`config.mk`:
```
export PLATFORM = sky130hd
export DESIGN_NAME = pin_readback_and_signal_mux
export DESIGN_NICKNAME = d
export VERILOG_FILES = /design/src/inc/pin_mux_pkg.sv /design/src/core/aux_source_mux.sv /design/src/core/pin_readback_and_signal_mux.sv
export SDC_FILE = /design/constraint.sdc
export NUM_CORES = 1
export LEC_CHECK = 0
export BUFFER_PORTS_ARGS = -buffer_cell sky130_fd_sc_hd__buf_2
export CAP_MARGIN = 10
export CORE_MARGIN = 2
export CORE_UTILIZATION = 52
export DETAILED_ROUTE_END_ITERATION = 16
export PLACE_DENSITY = 0.83
export SYNTH_ARGS = -nofsm -noshare
export SYNTH_HDL_FRONTEND = slang
export SYNTH_SLANG_ARGS = --single-unit
```
`constraint.sdc`:
```
create_clock -name clk_i -period 3.05 [get_ports clk_i]
set_clock_uncertainty 0.15 [all_clocks]
set_input_delay 0.1525 -clock clk_i [delete_from_list [all_inputs] [get_ports clk_i]]
set_output_delay 0.1525 -clock clk_i [all_outputs]
set_load 0.02 [all_outputs]
```
`src/inc/pin_mux_pkg.sv`:
```
// Package holding register map, field layout and mux codes for the pin block
package pin_mux_pkg;
  localparam logic [7:0] ADDR_PIN_OUTPUT_ENABLE  = 8'h44;
  localparam logic [7:0] ADDR_PIN_OUTPUT_VALUE   = 8'h45;
  localparam logic [7:0] ADDR_PIN_LEVEL_READBACK = 8'h46;
  localparam logic [7:0] ADDR_AUX_OUTPUT_CONFIG  = 8'h47;

  localparam logic [7:0] RESET_PIN_OUTPUT_ENABLE = 8'h00;
  localparam logic [7:0] RESET_PIN_OUTPUT_VALUE  = 8'h00;
  localparam logic [7:0] RESET_AUX_OUTPUT_CONFIG = 8'h00;
  localparam logic [7:0] RESET_PIN_LEVEL         = 8'h00;

  // Field layout of the aux output configuration register
  localparam int         FAST_PAD_BIT  = 7;
  localparam int         SOURCE_MSB    = 3;
  localparam logic [7:0] CONFIG_WMASK  = 8'h8F;

  // Pin bit positions, shared by enable, value and readback
  localparam int         PIN_CLOCK_OUT = 6;
  localparam logic [7:0] SCAN_PIN_MASK = 8'h0F;

  // Source select codes
  localparam logic [3:0] SRC_FLOAT0   = 4'h0;
  localparam logic [3:0] SRC_FLOAT1   = 4'h1;
  localparam logic [3:0] SRC_LOW      = 4'h2;
  localparam logic [3:0] SRC_HIGH     = 4'h3;
  localparam logic [3:0] SRC_TX_ENV   = 4'h4;
  localparam logic [3:0] SRC_TX_ACT   = 4'h5;
  localparam logic [3:0] SRC_LINK     = 4'h6;
  localparam logic [3:0] SRC_RX_ENV   = 4'h7;
  localparam logic [3:0] SRC_RX_ACT   = 4'h8;
  localparam logic [3:0] SRC_RX_BIT   = 4'h9;
endpackage : pin_mux_pkg

```
`src/core/aux_source_mux.sv`:
```
// Combinational source selector for the aux output pin
module aux_source_mux (
  // Selection
  input  wire logic [3:0] source_i,
  // Internal signals
  input  wire logic       tx_envelope_i,
  input  wire logic       tx_active_i,
  input  wire logic       generic_link_signal_i,
  input  wire logic       rx_envelope_i,
  input  wire logic       rx_active_i,
  input  wire logic       rx_bit_i,
  // Result
  output logic            level_o,
  output logic            drive_o
);
  // Code decode; unlisted codes float the pin
  always_comb begin
    level_o = 1'b0;
    drive_o = 1'b1;
    unique case (source_i)
      pin_mux_pkg::SRC_FLOAT0,
      pin_mux_pkg::SRC_FLOAT1: drive_o = 1'b0;
      pin_mux_pkg::SRC_LOW:    level_o = 1'b0;
      pin_mux_pkg::SRC_HIGH:   level_o = 1'b1;
      pin_mux_pkg::SRC_TX_ENV: level_o = tx_envelope_i;
      pin_mux_pkg::SRC_TX_ACT: level_o = tx_active_i;
      pin_mux_pkg::SRC_LINK:   level_o = generic_link_signal_i;
      // Only meaningful in Type A at 106 kBd
      pin_mux_pkg::SRC_RX_ENV: level_o = rx_envelope_i;
      pin_mux_pkg::SRC_RX_ACT: level_o = rx_active_i;
      pin_mux_pkg::SRC_RX_BIT: level_o = rx_bit_i;
      default:                 drive_o = 1'b0;
    endcase
  end
endmodule : aux_source_mux

```
`src/core/pin_readback_and_signal_mux.sv`:
```
// Pin readback, general pin drive and aux output multiplexer
module pin_readback_and_signal_mux (
  // Clock and reset
  input  wire logic       clk_i,
  input  wire logic       rstn_i,
  // Register port
  input  wire logic [7:0] reg_addr_i,
  input  wire logic       reg_wr_i,
  input  wire logic [7:0] reg_wdata_i,
  output logic      [7:0] reg_rdata_o,
  // Multi-purpose pins, bit order as readback
  input  wire logic [7:0] pin_in_i,
  output logic      [7:0] pin_out_o,
  output logic      [7:0] pin_oen_o,
  // Clock output function
  input  wire logic       clock_source_i,
  output logic            clock_output_active_o,
  // Nonvolatile boundary-scan enable
  input  wire logic       scan_enabled_i,
  // Internal signals for the aux output
  input  wire logic       tx_envelope_i,
  input  wire logic       tx_active_i,
  input  wire logic       generic_link_signal_i,
  input  wire logic       rx_envelope_i,
  input  wire logic       rx_active_i,
  input  wire logic       rx_bit_i,
  // Aux output pin and pad speed
  output logic            aux_output_pin_o,
  output logic            aux_output_pin_oen_o,
  output logic            fast_pad_select_o
);
  logic [7:0] pin_output_enable;
  logic [7:0] pin_output_value;
  logic [7:0] aux_output_config;
  logic [7:0] pin_sync1;
  logic [7:0] pin_level_readback;
  logic [7:0] next_pin_output_enable;
  logic [7:0] next_pin_output_value;
  logic [7:0] next_aux_output_config;
  logic [7:0] eff_enable;
  logic       aux_level;
  logic       aux_drive;

  // Register writes; reserved config bits stay zero
  always_comb begin
    next_pin_output_enable = pin_output_enable;
    next_pin_output_value  = pin_output_value;
    next_aux_output_config = aux_output_config;
    if (reg_wr_i) begin
      unique case (reg_addr_i)
        pin_mux_pkg::ADDR_PIN_OUTPUT_ENABLE:
          next_pin_output_enable = reg_wdata_i;
        pin_mux_pkg::ADDR_PIN_OUTPUT_VALUE:
          next_pin_output_value = reg_wdata_i;
        pin_mux_pkg::ADDR_AUX_OUTPUT_CONFIG:
          next_aux_output_config =
            reg_wdata_i & pin_mux_pkg::CONFIG_WMASK;
        default: ;
      endcase
    end
  end

  // Register state; readback writes are ignored
  always_ff @(posedge clk_i or negedge rstn_i) begin
    if (!rstn_i) begin
      pin_output_enable <= pin_mux_pkg::RESET_PIN_OUTPUT_ENABLE;
      pin_output_value  <= pin_mux_pkg::RESET_PIN_OUTPUT_VALUE;
      aux_output_config <= pin_mux_pkg::RESET_AUX_OUTPUT_CONFIG;
      pin_sync1         <= pin_mux_pkg::RESET_PIN_LEVEL;
      pin_level_readback <= pin_mux_pkg::RESET_PIN_LEVEL;
    end else begin
      pin_output_enable <= next_pin_output_enable;
      pin_output_value  <= next_pin_output_value;
      aux_output_config <= next_aux_output_config;
      // Two stages since pin levels are asynchronous
      pin_sync1          <= pin_in_i;
      pin_level_readback <= pin_sync1;
    end
  end

  // Scan pins cannot be taken over while scan is on
  always_comb begin
    eff_enable = pin_output_enable;
    if (scan_enabled_i) begin
      eff_enable = pin_output_enable & ~pin_mux_pkg::SCAN_PIN_MASK;
    end
  end

  // Pin drive; clock pin carries the clock unless taken over
  always_comb begin
    pin_oen_o = ~eff_enable;
    pin_out_o = pin_output_value;
    clock_output_active_o = ~eff_enable[pin_mux_pkg::PIN_CLOCK_OUT];
    if (clock_output_active_o) begin
      pin_out_o[pin_mux_pkg::PIN_CLOCK_OUT] = clock_source_i;
      pin_oen_o[pin_mux_pkg::PIN_CLOCK_OUT] = 1'b0;
    end
  end

  // Read data; unmapped addresses read zero
  always_comb begin
    unique case (reg_addr_i)
      pin_mux_pkg::ADDR_PIN_OUTPUT_ENABLE:  reg_rdata_o = pin_output_enable;
      pin_mux_pkg::ADDR_PIN_OUTPUT_VALUE:   reg_rdata_o = pin_output_value;
      pin_mux_pkg::ADDR_PIN_LEVEL_READBACK: reg_rdata_o = pin_level_readback;
      pin_mux_pkg::ADDR_AUX_OUTPUT_CONFIG:  reg_rdata_o = aux_output_config;
      default:                              reg_rdata_o = 8'h00;
    endcase
  end

  // Source select decode
  aux_source_mux u_mux (
    .source_i              (aux_output_config[pin_mux_pkg::SOURCE_MSB:0]),
    .tx_envelope_i         (tx_envelope_i),
    .tx_active_i           (tx_active_i),
    .generic_link_signal_i (generic_link_signal_i),
    .rx_envelope_i         (rx_envelope_i),
    .rx_active_i           (rx_active_i),
    .rx_bit_i              (rx_bit_i),
    .level_o               (aux_level),
    .drive_o               (aux_drive)
  );

  // Aux pin; low enable means driving
  assign aux_output_pin_o     = aux_level;
  assign aux_output_pin_oen_o = ~aux_drive;
  // Faster pads raise peak supply current
  assign fast_pad_select_o =
    aux_output_config[pin_mux_pkg::FAST_PAD_BIT];
endmodule : pin_readback_and_signal_mux

```
# Word level (Yosys, flattened, before mapping)
# Cells that the tools add are included.
[op_classes]
n_eq_ne = 12
mux = 6
bitwise_logic = 3
reduce_logical = 4
[ops]
columns = ["cell", "count"]
rows = [
  ["equality test 8 x 7 -> 1 bit, second input constant", 4],
  ["one-hot mux 8 bit (4 select lines)", 1],
  ["equality test 4 x 3 -> 1 bit, second input constant", 4],
  ["equality test 4 x 2 -> 1 bit, second input constant", 2],
  ["equality test 4 bit, second input constant", 2],
  ["inverter 8 bit", 1],
  ["OR reduction 8 bit", 1],
  ["one-hot mux 1 bit (7 select lines)", 1],
  ["AND reduction 2 bit", 3],
  ["2-to-1 mux 4 bit", 1],
  ["2-to-1 mux 1 bit", 3],
  ["inverter 1 bit", 2],
]
[word_totals]
ff_bits = 37
in_bits = 35
output_inout_bits = 28
word_cells = 30

# Longest topological paths before layout
[logic_depth]
word_depth = 4
mapped_depth = 4
depth_no_buf = 3

# Cells and area by module
# From an unflattened synthesis, not the netlist that was laid out.
[unflattened]
hier_cells = 123
hier_area_um2 = 1735.4
[modules_own_cells]
columns = ["module", "instances", "cells_per_inst", "area_each_um2", "seq_area_each_um2"]
rows = [
  ["pin_readback_and_signal_mux", 1, 112, 1655.3, 925.9],
  ["aux_source_mux", 1, 11, 80.1, 0.0],
]

# Worst setup path after synthesis
# No wires, ideal clock.
[synth_timing]
path_kind = "in2reg"
startpoint = "input port reg_addr_i[5]"
endpoint = "register aux_output_config[0]"
setup_ns = 0.125
arrival_time_ns = 1.639
required_time_ns = 2.775
setup_slack_ns = 1.136
path_stages = 4
n_path_buf = 1
path_cell_list = "or4b_4 -> or4_4 -> buf_6 -> mux2_4"
[synth_via]
elab_chain_cells = 2
[synth_rtl]
columns = ["element", "line_no", "source"]
rows = [
  ["start, declared", "pin_readback_and_signal_mux.sv:7", "input wire logic [7:0] reg_addr_i,"],
  ["equality test 8 x 7 -> 1 bit", "pin_readback_and_signal_mux.sv:50", "unique case (reg_addr_i)"],
  ["AND reduction 2 bit (no line)", "n/a", ""],
  ["end signal, assigned", "pin_readback_and_signal_mux.sv:68", "aux_output_config <= pin_mux_pkg::RESET_AUX_OUTPUT_CONFIG;"],
  ["end signal, assigned", "pin_readback_and_signal_mux.sv:74", "aux_output_config <= next_aux_output_config;"],
  ["end, declared", "pin_readback_and_signal_mux.sv:34", "logic [7:0] aux_output_config;"],
]
# No other way between the ends.
# A chain may end at the register's enable or synchronous reset.

# Final worst setup path
[layout_timing]
startpoint = "register aux_output_config[2]"
endpoint = "output port reg_rdata_o[2]"
[layout_via]
elab_chain_cells = 1
[layout_rtl]
columns = ["element", "line_no", "source"]
rows = [
  ["one-hot mux 8 bit (4 select lines)", "pin_readback_and_signal_mux.sv:102", "unique case (reg_addr_i)"],
  ["end, declared", "pin_readback_and_signal_mux.sv:10", "output logic [7:0] reg_rdata_o,"],
]
# No other way between the ends.

==> flow_summary.ini <==
[logic_synthesis]
ys_ff_latch = 37
synth_cell_type_count = 27
yosys_warnings = 0
yosysTopAreaCell = dfrtp_1
synth_top_area_frac = 0.5394
ys_seq_area_frac = 0.5394
syn_area_um2 = 1717
synth.area.top_cells = dfrtp_1 (54%), mux2_2 (11%), mux4_2 (6.6%)
synthesis.nets = 157
syn_inst = 122
syn_area_per_cell_um2 = 14.07

[cells_and_area]
seqCellArea_um2 = 925.9
fin_area_um2 = 2267
num-nets-final = 230
n_antenna_cell = 0
drive_gt1_frac = 0.5255
multi_input_area_um2 = 689.4
post-route-util = 0.7306
filler_cell_count = 243
syn_to_final_growth_pct = 32.07

[die]
die_area_um2 = 3777
start_util = 0.5532
num_io_pins = 63
die_w_um = 61.46
fp.dieH_um = 61.46
coreArea_um2 = 3103
rows = 20

[drt]
via_per_inst = 5.008
first_pass_iters = 4
drc = 0
route.vias.total = 1202
routed_wl_mm = 3.365
drt_iter0_drc = 41
wl_per_cell_um = 14.02
antenna_left = 0

[worst_setup_path]
rr_worst_depth = 1
startpoint_type = flip-flop
r2r-start = aux_output_config[2]
end_kind = output port
r2r-end = aux_output_config[2]
required_ns = 2.75
ff2ff_setup_slack_ns = 2.05
arrival_ns = 1.60
path_class = flip-flop to output port
path_max_fanout = 7

[pwr]
netSwitchingFraction = 0.2215
p_switching_mw = 0.2388
peakVddDrop_mv = 0.4175
comb_power_share = 0.124
clkPwrFrac = 0.385
power.internal_mw = 0.8395
sequentialPowerShare = 0.491
leakage_nw = 1.122
p_per_area_nw_per_um2 = 475.6

[grt]
antenna_found_initial = 0
grt_max_degree = 38
grt_pass1_vias = 1168
grt_pass1_wl_mm = 5.375
grt-ovfl-total = 0
grt_usage = 0.2030

[timing]
tightest_slew_ns = 0.7917
holdWs_ns = 0.1728
timing.fmax_mhz = 526.4
fin_ws_ns = 1.150
slew_headroom = 0.4722
setup_viol = 0
min_period_ns = 1.900
finalCritPeriodShare = 0.6229
rsz0062_at_grt = false
maxSlewViolCount = 0
hold_viol = 0
tns_ns = 0

[placement]
hpwl_mm = 2.428
gp_congestion = 0.7547
dpl-instance-area_um2 = 1994
numPortBuffers = 61
place_worst_setup_slack_ns = 0.9102

[clock_network]
clockRootBuffer = clkbuf_4
clk_path_buf_depth = 2
numClockSinks = 37
clkSlewWorstSetupHoldPaths_ns = 0.12
clkLatencyLatePin_ns = 0.34
cts_tree = done
numCtsBuffers = 5
htree_levels = 2

[run_status]
status = completed

[hold_path]
holdPathEnd = pin_output_value[4]
min_path_cells = 4
min-delay-start = reg_wr_i
hp-class = primary input to flip-flop

[flow_run]
drv_cap = 0
==> stage by stage <==
stage | std cells | total power, mW
after global routing | 240 | 1.126
after floorplan | 122 | 0.6102
after CTS | 240 | 1.090
after detailed placement | 215 | 0.6579
after global placement | 215 | 0.6533
final | 240 | 1.078
==> synthesized netlist by cell type <==
| cell | number |
|---|---|
| a21oi_1 | 3 |
| a2bb2oi_1 | 1 |
| and3b_1 | 1 |
| buf_1 | 1 |
| buf_4 | 8 |
| buf_6 | 1 |
| clkbuf_1 | 2 |
| conb_1 | 1 |
| dfrtp_1 | 37 |
| inv_1 | 5 |
| mux2_2 | 17 |
| mux2_4 | 5 |
| mux2i_1 | 5 |
| mux4_2 | 5 |
| nand2_1 | 4 |
| nand2b_1 | 5 |
| nor2_1 | 3 |
| nor2b_1 | 6 |
| nor3b_1 | 2 |
| nor4_4 | 1 |
| nor4b_4 | 1 |
| o31a_1 | 1 |
| o31ai_1 | 1 |
| or2_2 | 3 |
| or4_4 | 1 |
| or4b_4 | 1 |
| xor2_1 | 1 |
==> state kept, by name, indices dropped and copies added, names as in the netlist <==
name / cells
pin_output_enable: 8
pin_level_readback: 8
aux_output_config: 5
pin_output_value: 8
pin_sync1: 8
==> logic make-up (layout without fill, tap and decap cells) <==
group / count (synthesis) / after routing / synth area share
other cells: 1 / 1 / 0.002184
compound gates: 6 / 6 / 0.02332
buf+inv: 17 / 91 / 0.05904
mux: 32 / 32 / 0.2500
flops: 37 / 37 / 0.5394
simple gates: 28 / 28 / 0.1210
xor+xnor: 1 / 1 / 0.005103
==> metal layers <==
metal  track usage  up-vias  part of all wire
li1              -      564                 -
met1        0.2591      592              0.43
met2        0.3207       41              0.50
met3       0.07353        5             0.056
met4       0.07599        0             0.011
met5             0        -                 0
==> worst max-delay path, cell delays in order, from the launching register on <==
cell	delay (ns)
dfrtp_1	0.47
mux4_2	0.48
nor2b_1	0.14
buf_2	0.16
==> repair_timing <==
item,4_1_cts,5_1_grt
resized for setup,0,0
endpoints found under the hold margin,66,0
hold buffers,17,0
setup buffers,0,0
==> power groups by stage <==
stage	clock network [mW]	logic (mW)	registers, mW
2_1_floorplan	0	0.0751	0.535
3_3_place_gp	0	0.116	0.538
3_5_place_dp	0	0.119	0.539
4_1_cts	0.425	0.135	0.530
5_1_grt	0.448	0.145	0.533
6_report	0.415	0.134	0.530
==> layout make-up <==
cell class,count,share of cell area
Multi-Input combinational cell,68,0.3041
Tap cell,44,0.02428
Timing Repair Buffer,78,0.2097
Sequential cell,37,0.4084
Clock inverter,3,0.02870
Inverter,5,0.008278
Clock buffer,5,0.01656
==> how the worst max path moves through the flow <==
stage                               startpoint              endpoint  slack (ns)  cells past startpoint
after CTS                 aux_output_config[2]        reg_rdata_o[2]        1.14                      3
final                     aux_output_config[2]        reg_rdata_o[2]        1.15                      3
after floorplan                  reg_addr_i[5]  aux_output_config[0]        1.14                      4
after global routing      aux_output_config[2]        reg_rdata_o[2]        1.06                      3
after detailed placement         reg_addr_i[5]  pin_output_enable[4]        0.91                      4
after global placement           reg_addr_i[5]  pin_output_enable[5]        0.92                      4
==> placed cells by master (no fill, tap or decap) <==
| cell | instances |
|---|---|
| a21oi_1 | 3 |
| a2bb2oi_1 | 1 |
| and3b_1 | 1 |
| buf_2 | 61 |
| bufinv_16 | 2 |
| clkbuf_4 | 5 |
| clkinv_2 | 1 |
| conb_1 | 1 |
| dfrtp_1 | 37 |
| dlygate4sd3_1 | 17 |
| inv_1 | 5 |
| mux2_2 | 17 |
| mux2_4 | 5 |
| mux2i_1 | 5 |
| mux4_2 | 5 |
| nand2_1 | 4 |
| nand2b_1 | 5 |
| nor2_1 | 3 |
| nor2b_1 | 6 |
| nor3b_1 | 2 |
| nor4_4 | 1 |
| nor4b_4 | 1 |
| o31a_1 | 1 |
| o31ai_1 | 1 |
| or2_2 | 3 |
| or4_4 | 1 |
| or4b_4 | 1 |
| xor2_1 | 1 |
(Power assumes the default switching activity.)
